==> src/verilog/dmr_pkg.sv <==
/*
 * Constants, register map, field layout, reset values and enumerations of
 * the display mode and reset configuration block.
 * Assumes a 10 MHz system clock and a 32-bit APB register bus.
 */
package dmr_pkg;
	// Register indices; the byte address is four times the index
	localparam int REG_STORE = 24;
	localparam logic [5:0] IDX_OSC = 6'h00;
	localparam logic [5:0] IDX_DRV = 6'h01;
	localparam logic [5:0] IDX_AC = 6'h02;
	localparam logic [5:0] IDX_ENTRY = 6'h03;
	localparam logic [5:0] IDX_DISP1 = 6'h04;
	localparam logic [5:0] IDX_DISP2 = 6'h05;
	localparam logic [5:0] IDX_FRAME = 6'h06;
	localparam logic [5:0] IDX_EXT = 6'h07;
	localparam logic [5:0] IDX_PWR1 = 6'h08;
	localparam logic [5:0] IDX_PWR2 = 6'h09;
	localparam logic [5:0] IDX_PWR3 = 6'h0a;
	localparam logic [5:0] IDX_PWR4 = 6'h0b;
	localparam logic [5:0] IDX_RAM_ADDR = 6'h0c;
	localparam logic [5:0] IDX_RAM_DATA = 6'h0d;
	localparam logic [5:0] IDX_GAMMA0 = 6'h0e;
	localparam logic [5:0] IDX_GATE_START = 6'h12;
	localparam logic [5:0] IDX_SCROLL = 6'h13;
	localparam logic [5:0] IDX_SCR1 = 6'h14;
	localparam logic [5:0] IDX_SCR2 = 6'h15;
	localparam logic [5:0] IDX_WIN_H = 6'h16;
	localparam logic [5:0] IDX_WIN_V = 6'h17;
	localparam logic [5:0] IDX_STATUS = 6'h18;

	// Field positions
	localparam int F_OSC_RUN = 0;
	localparam int F_LINE_COUNT = 0;
	localparam int F_PIXCLK_EDGE = 12;
	localparam int F_ENABLE_POL = 13;
	localparam int F_VSYNC_POL = 15;
	localparam int F_INTERLACE = 0;
	localparam int F_ADDR_STEP = 4;
	localparam int F_DISP_ON = 0;
	localparam int F_BP = 0;
	localparam int F_FP = 8;
	localparam int F_RTN = 0;
	localparam int F_DM = 4;
	localparam int F_RM = 8;
	localparam int F_BOOST_FREQ = 4;
	localparam int F_START = 0;
	localparam int F_END = 16;
	localparam int ST_IM = 0;
	localparam int ST_BUS = 4;
	localparam int ST_RGB = 8;
	localparam int ST_FSYNC = 9;
	localparam int ST_BAD = 10;
	localparam int ST_SETTLED = 11;

	// Field reset values
	localparam logic RST_OSC_RUN = 1'b1;
	localparam logic [5:0] RST_LINE_COUNT = 6'h27;
	localparam logic [1:0] RST_INTERLACE = 2'h1;
	localparam logic [1:0] RST_ADDR_STEP = 2'h3;
	localparam logic [3:0] RST_PORCH = 4'h8;
	localparam logic [2:0] RST_BOOST_FREQ = 3'h3;
	localparam logic [8:0] RST_SCREEN_END = 9'h13f;
	localparam logic [8:0] RST_WIN_H_END = 9'h1df;
	localparam logic [8:0] RST_WIN_V_END = 9'h13f;

	localparam logic [31:0] REG_MASK [REG_STORE] = '{
		32'h0000_0001, 32'h0000_f33f, 32'h0000_0303, 32'h0000_d030,
		32'h0000_372f, 32'h0000_0f0f, 32'h0000_f33f, 32'h0000_0133,
		32'h0000_7773, 32'h0000_3f07, 32'h0000_0007, 32'h0000_bf3f,
		32'h0001_ffff, 32'h0000_0000, 32'h0000_ffff, 32'h0000_ffff,
		32'h0000_ffff, 32'h0000_ffff, 32'h0000_003f, 32'h0000_01ff,
		32'h01ff_01ff, 32'h01ff_00ff, 32'h01ff_01ff, 32'h01ff_01ff};

	localparam logic [31:0] REG_RST [REG_STORE] = '{
		{31'h0, RST_OSC_RUN}, {26'h0, RST_LINE_COUNT},
		{30'h0, RST_INTERLACE}, {26'h0, RST_ADDR_STEP, 4'h0},
		32'h0, {20'h0, RST_PORCH, 4'h0, RST_PORCH}, 32'h0, 32'h0,
		{25'h0, RST_BOOST_FREQ, 4'h0}, 32'h0, 32'h0, 32'h0,
		32'h0, 32'h0, 32'h0, 32'h0, 32'h0, 32'h0, 32'h0, 32'h0,
		{7'h0, RST_SCREEN_END, 16'h0}, {7'h0, RST_SCREEN_END, 16'h0},
		{7'h0, RST_WIN_H_END, 16'h0}, {7'h0, RST_WIN_V_END, 16'h0}};

	// Timing
	localparam int CLK_HZ = 10_000_000;
	localparam int OSC_SETTLE_MS = 10;
	localparam int OSC_SETTLE_CYC = CLK_HZ / 1000 * OSC_SETTLE_MS;
	localparam logic [4:0] LINE_BASE_CLKS = 5'h10;

	typedef enum logic [2:0] {
		BUS_P16 = 3'b000,
		BUS_P8 = 3'b001,
		BUS_P18 = 3'b010,
		BUS_P9 = 3'b011,
		BUS_SPI = 3'b100,
		BUS_PKT = 3'b101,
		BUS_OFF = 3'b110
	} dmr_bus_t;

	typedef enum logic [1:0] {
		MODE_INT = 2'b00,
		MODE_RGB = 2'b01,
		MODE_FSYNC = 2'b10,
		MODE_BAD = 2'b11
	} dmr_mode_t;
endpackage

==> src/verilog/dmr_top.sv <==
/*
 * Display mode and reset configuration: instruction register bank with
 * reset defaults, host bus decode, display mode decode, scan timing and
 * frame memory write path (system bus or RGB pixel port).
 * Assumes an APB master on mclk and pixel port inputs synchronous to mclk.
 */
// Overview of operation
// - Reset sets the oscillator run control to one.
// - Reset loads line count 100111, scan directions and polarities zero.
// - Reset loads interlace 01, line inversion and alternation zero.
// - Reset loads address step 11, other entry bits zero.
// - Reset clears every display control 1 field; display off.
// - Reset loads both porch line counts with 1000.
// - Reset clears frame cycle fields; clocks per line 0000 means 16.
// - Reset selects 18-bit RGB, internal clock, system write path.
// - Reset clears power fields except boost frequency 011.
// - Reset loads frame memory address counter with zero.
// - Reset clears gamma, gate start row and scroll amount.
// - Reset loads screen ends 100111111 and screen starts zero.
// - Reset sets write window to full frame.
// - Reset leaves frame memory alone; host clears it with display off.
// - Instruction registers other than the address counter are written only through the system bus.
// - Timing source 00 internal, 01 RGB, 10 frame sync; path bit.
// - RGB mode and frame sync mode never run together.
// - RGB mode captures pixels only while data enable is active.
// - Frame sync mode restarts scanning at each sync falling edge.
// - Four mode pins select parallel, serial or packet host bus.
module dmr_top
	import dmr_pkg::*;
#(
	parameter int SETTLE_CYCLES = dmr_pkg::OSC_SETTLE_CYC
) (
	input wire logic mclk, // System clock
	input wire logic srst, // Synchronous reset
	input wire logic psel, // APB select
	input wire logic penable, // APB enable
	input wire logic pwrite, // APB direction
	input wire logic [7:0] paddr, // APB byte address
	input wire logic [31:0] pwdata, // APB write data
	output logic [31:0] prdata, // APB read data
	output logic pready, // APB ready
	output logic pslverr, // APB error
	input wire logic [3:0] host_if_select, // Host bus mode pins
	input wire logic rgb_vsync, // Pixel port frame sync
	input wire logic rgb_dotclk, // Pixel port clock
	input wire logic rgb_enable, // Pixel port data enable
	input wire logic [17:0] rgb_data, // Pixel port data
	output logic fm_we, // Frame memory write strobe
	output logic [16:0] fm_addr, // Frame memory address
	output logic [17:0] fm_wdata, // Frame memory data
	output dmr_pkg::dmr_bus_t host_bus_type, // Decoded host bus
	output logic host_bus_80, // Parallel bus is 80-style
	output dmr_pkg::dmr_mode_t disp_mode, // Active display mode
	output logic [9:0] scan_line, // Current scan line
	output logic scan_frame_start, // First line of a frame
	output logic osc_run, // Oscillator run control
	output logic osc_settled // Oscillator settle time elapsed
);
	import dmr_pkg::*;

	typedef struct packed {
		logic [REG_STORE-1:0][31:0] regs;
		logic [3:0] im;
		dmr_bus_t bus;
		dmr_mode_t mode;
		logic pready;
		logic pslverr;
		logic [31:0] prdata;
		logic fm_we;
		logic [16:0] fm_addr;
		logic [17:0] fm_wdata;
		logic vs_q;
		logic dclk_q;
		logic [4:0] line_clk;
		logic [9:0] scan_line;
		logic frame_start;
		logic [16:0] settle_cnt;
		logic settled;
	} dmr_state_t;

	dmr_state_t st_r;
	dmr_state_t st_nxt;

	function automatic dmr_bus_t dmr_decode(input logic [3:0] im);
		case (im)
			4'b0000, 4'b0010: dmr_decode = BUS_P16;
			4'b0001, 4'b0011: dmr_decode = BUS_P8;
			4'b0100, 4'b0101: dmr_decode = BUS_SPI;
			4'b1000, 4'b1010: dmr_decode = BUS_P18;
			4'b1001, 4'b1011: dmr_decode = BUS_P9;
			4'b1100, 4'b1101: dmr_decode = BUS_PKT;
			default: dmr_decode = BUS_OFF;
		endcase
	endfunction

	// Field views
	logic [5:0] line_count;
	logic pixclk_edge_sel;
	logic enable_polarity;
	logic vsync_polarity;
	logic addr_step_dir0;
	logic [3:0] front_porch_lines;
	logic [3:0] back_porch_lines;
	logic [3:0] clocks_per_line;
	logic [1:0] display_timing_src;
	logic ram_write_path;
	logic [16:0] ram_addr_counter;
	logic [16:0] win_origin;
	logic [5:0] idx;
	logic addr_ok;
	logic vs_active_edge;
	logic vs_fall;
	logic dclk_edge;
	logic pix_take;
	logic [9:0] frame_last;
	logic [4:0] line_last;
	logic [16:0] addr_step;

	assign line_count = st_r.regs[IDX_DRV][F_LINE_COUNT +: 6];
	assign pixclk_edge_sel = st_r.regs[IDX_DRV][F_PIXCLK_EDGE];
	assign enable_polarity = st_r.regs[IDX_DRV][F_ENABLE_POL];
	assign vsync_polarity = st_r.regs[IDX_DRV][F_VSYNC_POL];
	assign addr_step_dir0 = st_r.regs[IDX_ENTRY][F_ADDR_STEP];
	assign front_porch_lines = st_r.regs[IDX_DISP2][F_FP +: 4];
	assign back_porch_lines = st_r.regs[IDX_DISP2][F_BP +: 4];
	assign clocks_per_line = st_r.regs[IDX_FRAME][F_RTN +: 4];
	assign display_timing_src = st_r.regs[IDX_EXT][F_DM +: 2];
	assign ram_write_path = st_r.regs[IDX_EXT][F_RM];
	assign ram_addr_counter = st_r.regs[IDX_RAM_ADDR][16:0];
	assign win_origin = {st_r.regs[IDX_WIN_V][F_START +: 9],
		st_r.regs[IDX_WIN_H][F_START +: 8]};
	assign idx = paddr[7:2];
	assign addr_ok = (paddr[1:0] == 2'h0) && (idx <= IDX_STATUS);
	assign addr_step = addr_step_dir0 ? 17'h00001 : 17'h1ffff;
	// Polarity bit zero: sync active low, enable active high
	assign vs_active_edge = vsync_polarity ? (!st_r.vs_q && rgb_vsync)
		: (st_r.vs_q && !rgb_vsync);
	assign vs_fall = st_r.vs_q && !rgb_vsync;
	assign dclk_edge = pixclk_edge_sel ? (st_r.dclk_q && !rgb_dotclk)
		: (!st_r.dclk_q && rgb_dotclk);
	assign pix_take = (st_r.mode == MODE_RGB) && dclk_edge
		&& (rgb_enable != enable_polarity);
	// Active rows in groups of eight plus porches
	assign frame_last = ({1'b0, line_count, 3'h0} + 10'h008)
		+ {6'h0, front_porch_lines} + {6'h0, back_porch_lines} - 10'h001;
	// Zero field gives the base of sixteen clocks
	assign line_last = LINE_BASE_CLKS + {1'b0, clocks_per_line}
		- 5'h01;

	always_comb begin
		logic [31:0] rdata;
		logic refuse;
		rdata = 32'h0;
		refuse = 1'b0;
		st_nxt = st_r;
		st_nxt.fm_we = 1'b0;
		st_nxt.frame_start = 1'b0;
		st_nxt.vs_q = rgb_vsync;
		st_nxt.dclk_q = rgb_dotclk;

		// Display mode decode
		case (display_timing_src)
			2'b00: st_nxt.mode = ram_write_path ? MODE_BAD : MODE_INT;
			2'b01: st_nxt.mode = ram_write_path ? MODE_RGB : MODE_BAD;
			2'b10: st_nxt.mode = ram_write_path ? MODE_BAD : MODE_FSYNC;
			default: st_nxt.mode = MODE_BAD;
		endcase

		// Oscillator settle timer
		if (!st_r.settled && st_r.regs[IDX_OSC][F_OSC_RUN]) begin
			st_nxt.settle_cnt = st_r.settle_cnt + 17'h00001;
			if (st_r.settle_cnt == 17'(SETTLE_CYCLES - 1)) begin
				st_nxt.settled = 1'b1;
			end
		end

		// Internal scan timing
		if (st_r.regs[IDX_OSC][F_OSC_RUN] && st_r.mode != MODE_BAD) begin
			if (st_r.line_clk >= line_last) begin
				st_nxt.line_clk = 5'h00;
				if (st_r.scan_line >= frame_last) begin
					st_nxt.scan_line = 10'h000;
					st_nxt.frame_start = 1'b1;
				end else begin
					st_nxt.scan_line = st_r.scan_line + 10'h001;
				end
			end else begin
				st_nxt.line_clk = st_r.line_clk + 5'h01;
			end
		end
		if ((st_r.mode == MODE_FSYNC && vs_fall)
			|| (st_r.mode == MODE_RGB && vs_active_edge)) begin
			st_nxt.line_clk = 5'h00;
			st_nxt.scan_line = 10'h000;
			st_nxt.frame_start = 1'b1;
			st_nxt.regs[IDX_RAM_ADDR] = {15'h0, win_origin};
		end else if (pix_take) begin
			// Pixel port writes memory and advances the address counter register
			st_nxt.fm_we = 1'b1;
			st_nxt.fm_addr = ram_addr_counter;
			st_nxt.fm_wdata = rgb_data;
			st_nxt.regs[IDX_RAM_ADDR] = {15'h0,
				ram_addr_counter + addr_step};
		end

		// APB slave: one wait state, then ready
		if (idx == IDX_STATUS) begin
			rdata[ST_IM +: 4] = st_r.im;
			rdata[ST_BUS +: 3] = st_r.bus;
			rdata[ST_RGB] = (st_r.mode == MODE_RGB);
			rdata[ST_FSYNC] = (st_r.mode == MODE_FSYNC);
			rdata[ST_BAD] = (st_r.mode == MODE_BAD);
			rdata[ST_SETTLED] = st_r.settled;
		end else if (addr_ok) begin
			rdata = st_r.regs[idx[4:0]];
		end
		refuse = !addr_ok || (pwrite && idx == IDX_STATUS)
			|| (pwrite && st_r.bus == BUS_OFF)
			|| (pwrite && idx == IDX_RAM_DATA && ram_write_path);
		if (st_r.pready) begin
			st_nxt.pready = 1'b0;
			st_nxt.pslverr = 1'b0;
			st_nxt.prdata = 32'h0;
			if (psel && penable && pwrite && !st_r.pslverr) begin
				if (idx == IDX_RAM_DATA) begin
					st_nxt.fm_we = 1'b1;
					st_nxt.fm_addr = ram_addr_counter;
					st_nxt.fm_wdata = pwdata[17:0];
					st_nxt.regs[IDX_RAM_ADDR] = {15'h0,
						ram_addr_counter + addr_step};
				end else begin
					for (int i = 0; i < REG_STORE; i++) begin
						if (idx == 6'(i)) begin
							st_nxt.regs[i] = pwdata & REG_MASK[i];
						end
					end
				end
			end
		end else if (psel && penable) begin
			st_nxt.pready = 1'b1;
			st_nxt.pslverr = refuse;
			st_nxt.prdata = pwrite ? 32'h0 : rdata;
		end

		if (srst) begin
			st_nxt = '0;
			// Frame memory is not touched here
			st_nxt.fm_we = 1'b0;
			for (int i = 0; i < REG_STORE; i++) begin
				st_nxt.regs[i] = REG_RST[i];
			end
			st_nxt.im = host_if_select;
			st_nxt.bus = dmr_decode(host_if_select);
			st_nxt.mode = MODE_INT;
			st_nxt.vs_q = rgb_vsync;
			st_nxt.dclk_q = rgb_dotclk;
		end
	end

	always_ff @(posedge mclk) begin
		st_r <= st_nxt;
	end

	assign prdata = st_r.prdata;
	assign pready = st_r.pready;
	assign pslverr = st_r.pslverr;
	assign fm_we = st_r.fm_we;
	assign fm_addr = st_r.fm_addr;
	assign fm_wdata = st_r.fm_wdata;
	assign host_bus_type = st_r.bus;
	assign host_bus_80 = st_r.im[1];
	assign disp_mode = st_r.mode;
	assign scan_line = st_r.scan_line;
	assign scan_frame_start = st_r.frame_start;
	assign osc_run = st_r.regs[IDX_OSC][F_OSC_RUN];
	assign osc_settled = st_r.settled;
endmodule

==> config.mk <==
export PLATFORM = sky130hd
export DESIGN_NAME = dmr_top
export DESIGN_NICKNAME = d
export VERILOG_FILES = /design/src/verilog/dmr_pkg.sv /design/src/verilog/dmr_top.sv
export SDC_FILE = /design/constraint.sdc
export NUM_CORES = 1
export LEC_CHECK = 0
export ABC_AREA = 1
export BUFFER_PORTS_ARGS = -buffer_cell sky130_fd_sc_hd__buf_2
export CAP_MARGIN = 25
export CORE_MARGIN = 3
export CORE_UTILIZATION = 25
export DETAILED_ROUTE_END_ITERATION = 12
export SLEW_MARGIN = 10
export SYNTH_ARGS = -nofsm -noshare
export SYNTH_HDL_FRONTEND = slang
export SYNTH_SLANG_ARGS = --single-unit
==> constraint.sdc <==
create_clock -name mclk -period 9.35 [get_ports mclk]
set_input_delay 0.4675 -clock mclk [delete_from_list [all_inputs] [get_ports mclk]]
set_output_delay 0.4675 -clock mclk [all_outputs]
set_load 0.01 [all_outputs]
Yosys cells after proc, flatten, opt, wreduce, memory -nomap -nowiden
Memory sizes are Yosys's and may differ from the RTL's. A register that Yosys moved wholly into a read port is not among the register bits.
Cells that the tools add are included.

word-level totals
  bits in read-only memories = 48
  register bits after elaboration = 387
  logic and storage cells = 191
  bits of input ports = 70
  memories = 1

cells by class
  $lt $le $gt $ge = 4
  mux-type cells = 46
  reduce and logical (&&, ||, !) cells = 58
  bitwise logic cells = 1
  equal/unequal tests = 33
  add/subtract/negate cells = 10

memory list
  memory           depth  bits a word  rd ports  clocked after Yosys merged registers in  wr ports  RTL line       RTL
  (no name shown)  16     3            1         1                                        0         dmr_top.sv:85  case (im)

operators by type and width
  kind                                                 count
  two-way mux 416 bit                                  2
  two-way mux 384 bit                                  1
  two-way mux 32 bit                                   7
  two-way mux 36 bit                                   5
  binary-select mux 32 bit (select 5 bit)              1
  two-way mux 16 bit                                   6
  AND reduction 4 bit                                  22
  equality test 6 x 5 -> 1 bit, second input constant  9
  equality test 6 x 4 -> 1 bit, second input constant  8
  two-way mux 34 bit                                   1
  two-way mux 14 bit                                   2
  equality test 6 x 3 -> 1 bit, second input constant  4
  adder 10 x 4 -> 10 bit                               2
  two-way mux 10 bit                                   2
  two-way mux 20 bit                                   1
  logical AND 1 bit                                    18
  adder 17 x 1 -> 17 bit, second input constant        1
  adder 17 bit                                         1
  equality test 17 bit, second input constant          1
  two-way mux 17 bit                                   1
  two-way mux 15 bit                                   1
  equality test 6 x 2 -> 1 bit, second input constant  2
  two-way mux 12 bit                                   1
  two-way mux 11 bit                                   1
  31 further kinds                                     52

Longest topological paths before layout
  depth in word-level cells = 11
  mapped depth = 19

Worst setup path before layout
Ideal clock, no wire load.

  path kind = reg2reg
  from = register st_r, in the netlist line_count[0]
  to = register st_r, in the netlist scan_line[7]
  path slack = 6,369 ps
  library setup time = 70 ps
  cell stages (with the launch flop) = 18
  buffers on the path = 0
  data arrival time = 2,911 ps
  cell sequence = dfxtp_1 -> fa_1 -> ha_1 -> nand3_1 -> nand2_1 -> nand2_1 -> a21oi_1 -> nand3_1 -> xnor2_1 -> inv_1 -> ha_1 -> nand2_1 -> nor2_1 -> o211ai_1 -> nand4_1 -> a21oi_1 -> nand2_1 -> a21oi_1

on the way
  word-level cells in the longest chain between the ends = 6

RTL lines
  what                                  RTL line        RTL
  start, declared                       dmr_top.sv:81   dmr_state_t st_r;
  start signal, assigned                dmr_top.sv:261  st_r <= st_nxt;
  adder 9 x 4 -> 10 bit                 dmr_top.sv:144  assign frame_last = ({1'b0, line_count, 3'h0} + 10'h008)
  adder 10 x 4 -> 10 bit (2 in series)  dmr_top.sv:145  + {6'h0, front_porch_lines} + {6'h0, back_porch_lines} - 10'h001;
  subtractor 10 x 1 -> 10 bit           dmr_top.sv:145
  >= comparator 10 bit                  dmr_top.sv:181  if (st_r.scan_line >= frame_last) begin
  two-way mux 10 bit                    dmr_top.sv:181

No other way between the ends.
A chain may end at the register's enable or synchronous reset.

Worst setup path after layout
  from = register st_r, in the netlist front_porch_lines[1]
  to = register st_r, in the netlist scan_line[2]

on the way
  word-level cells in the longest chain between the ends = 5

RTL lines
  what                                  RTL line
  adder 10 x 4 -> 10 bit (2 in series)  dmr_top.sv:145
  subtractor 10 x 1 -> 10 bit           dmr_top.sv:145
  >= comparator 10 bit                  dmr_top.sv:181
  two-way mux 10 bit                    dmr_top.sv:181

No other way between the ends.

==> results.cfg <==
[setup_path]
end_kind = flop
path_class = reg2reg
reg2regPathDepth = 17
cp.required_ps = 9850
critPathLaunchType = flop
ff2ff_setup_slack_ps = 5900
critPathMaxFanout = 5
r2r_end = scan_line[2]$_SDFFE_PP0P_
crit_arrival_ps = 3950
reg2reg_from = front_porch_lines[1]$_SDFFE_PP0P_

[timing]
tightest_slew_ps = 1080
timing.fmax_mhz = 290
rsz0062_at_grt = no
setup_viol = 0
min_period_ps = 3450
timing.final.hold_violations = 0
relSlewSlack = 0.283
drv_slew = 0
fin_crit_sh = 0.369
skew_ps = 32.8
setup_tns_ps = 0

[min_path]
hold_end = host_bus_80$_DFFE_PP_
min_from = host_if_select[1]
min-delay-path-class = in2reg
whs_path_depth = 1

[finish]
nFillCells = 8024
area_growth_syn_to_layout_pct = 13.4
layout.cells.non_filler = 3578
diodes = 0
drive_above_1_share = 0.110
fin_nets = 2699

[synthesis]
synth-edff-count = 6
synth.avg_cell_area_sq_um = 7.26
ys.warnings.count = 0
syn-num-nets = 2692
synth-seq-cells = 389
synth_area_sq_um = 18700
yosys_most_used_dff = dfxtp_1
async_flop_share = 0
ys_types = 47
syn_inst = 2578
ys_seq_area_frac = 0.420

[power_and_ir_drop]
p_int_w = 0.00274
switching_share = 0.243
power_w = 0.00362
power.switching_w = 0.000880
pwr-share-seq = 0.463
leakagePower_nw = 9.08
power_density_nw_per_um2 = 170
clkPwrFrac = 0.488
peakVddDrop_uv = 121
p_comb_frac = 0.049

[placed_design]
gp_congestion = 0.930
placed_cells = 3500
hpwl_um = 44800
port_buffers = 151

[clock_network]
cts_buffers = 42
post-cts-setup-buffer-count = 0
ctsHoldBuffers = 0
clock-sinks = 389
clk_pin_slew_worst_paths_ps = 70
root_buffer = clkbuf_16
insertion_delay_ps = 600
cts_resized = 0
tritoncts = done
clockBufferDepth = 3
htreeDepth = 2

[route]
ant_nets = 0
vias = 17500
routedWlPerCell_um = 18.0
vias_per_cell = 4.89
drtIter0Drc = 1674
post-route-drc-count = 0
wl_um = 64400
firstDrtPassIters = 5

[global_route]
grt_use_total = 0.160
grt-ovfl-total = 0
first_global_vias = 16200
grt_pass1_wl_um = 97500
grt_max_degree = 117
antenna_found_initial = 5

[floorplan]
dieArea_sq_um = 78100
num_rows = 99
dieHeight_um = 280
pin_count = 159
dieWidth_um = 280
start_util = 0.254
core_area_sq_um = 73600

[job]
cap_violations = 0

[outcome]
status = complete, no violations
-- how the worst max path moves through the flow --
stage	slack [ps]	cells past startpoint	to	from
5_1_grt	5450	17	scan_line[7]$_SDFFE_PP0P_	front_porch_lines[3]$_SDFFE_PP1P_
4_1_cts	5900	18	scan_line[2]$_SDFFE_PP0P_	front_porch_lines[1]$_SDFFE_PP0P_
3_3_place_gp	5800	8	st_r[252]$_SDFFE_PP0P_	paddr[2]
6_report	5900	17	scan_line[2]$_SDFFE_PP0P_	front_porch_lines[1]$_SDFFE_PP0P_
3_5_place_dp	5790	9	st_r[469]$_SDFFE_PP0P_	paddr[2]
2_1_floorplan	6370	17	scan_line[7]$_SDFFE_PP0P_	line_count[0]$_SDFFE_PP1P_
-- stage by stage --
step	utilization	hold slack, ps	area (sq um)	setup slack (ps)
floorplan	-	420	18700	6370
global placement	0.267	428	19700	5800
detailed placement	0.268	429	19700	5790
CTS	0.288	34.2	21200	5900
global route	0.288	47.0	21200	5450
finish	0.288	58.8	21200	5900
-- power by group through the flow --
stage | registers (W) | logic [W] | clock network (W)
after floorplan | 0.00171 | 0.0000917 | 0
after global placement | 0.00171 | 0.000173 | 0
after detailed placement | 0.00171 | 0.000173 | 0
after CTS | 0.00167 | 0.000174 | 0.00180
after global routing | 0.00167 | 0.000187 | 0.00187
final | 0.00167 | 0.000176 | 0.00177
-- logic make-up after synthesis --
logic type	after synthesis	share of synthesized area
AO/OA/AOI/OAI	779	0.224
AND/OR/NAND/NOR	875	0.196
buffers and inverters	453	0.112
adder cells (fa/ha/maj)	44	0.0306
XOR/XNOR	25	0.0117
multiplexers	13	0.00696
flip-flops	389	0.420
-- layout by cell type (no fill, tap or decap), drive strengths merged, types with 17 or more instances in the layout --
master,netlist,final
inv,230,233
a21oi,354,354
clkbuf,80,61
nor3,28,28
nand4,22,22
nand3,116,116
o211ai,30,30
nand2,510,510
a211oi,17,17
ha,41,41
a22oi,25,25
nor2,186,186
dfxtp,383,383
buf,134,177
o21ai,310,310
-- metal layers --
| metal | GRT usage | vias to the layer above | wire length, um |
|---|---|---|---|
| met5 | 0 | - | 44 |
| met4 | 0.0780 | 6 | 3180 |
| met3 | 0.0299 | 147 | 5140 |
| met2 | 0.256 | 668 | 28600 |
| met1 | 0.207 | 8090 | 27400 |
| li1 | - | 8568 | - |
-- worst max-delay path, stage by stage, from the launching register on --
cell and delay, ps:
dfxtp_1 380, inv_1 60, ha_1 280, inv_1 40, ha_1 210, fa_1 470, a21oi_1 150, o21ai_0 130
nand2_1 80, nor2_1 50, xnor2_1 130, ha_1 290, a21oi_1 150, o21a_1 130, nand4_1 240, a21oi_1 260
nand2_1 160, nor2_1 160
-- area by class of cell --
cell class | count | area (sq um) | share of cell area
Timing Repair Buffer | 177 | 998 | 0.0471
Clock inverter | 17 | 251 | 0.0119
Sequential cell | 389 | 7850 | 0.370
Inverter | 239 | 902 | 0.0425
Clock buffer | 61 | 1220 | 0.0576
Multi-Input combinational cell | 1736 | 8790 | 0.414
Tap cell | 959 | 1200 | 0.0566
-- sequential cells by signal (all words and copies together) (netlist names), 2 cells and up --
register            count
scan_line              10
line_count              6
host_bus_type           2
display_timing_src      2
front_porch_lines       4
prdata                 32
fm_wdata               18
ram_addr_counter       17
back_porch_lines        4
disp_mode               2
st_r                  260
fm_addr                17
clocks_per_line         4
-- synth_stat cells, types with 9 or more instances --
cell,number,area share
a211oi_1,17,0.0068
a21oi_1,354,0.095
a22oi_1,25,0.010
buf_2,38,0.010
buf_4,90,0.036
clkbuf_1,80,0.016
clkinv_1,9,0.0018
dfxtp_1,383,0.41
ha_1,41,0.027
inv_1,218,0.044
inv_2,12,0.0024
mux2i_1,13,0.0070
nand2_1,508,0.10
nand3_1,114,0.031
nand4_1,22,0.0074
nor2_1,167,0.034
nor2_2,13,0.0043
nor3_1,27,0.0072
o211ai_1,30,0.012
o21ai_0,306,0.082
o22ai_1,16,0.0054
xnor2_1,11,0.0052
xor2_1,14,0.0066
Power figures use the tool's default switching activity.
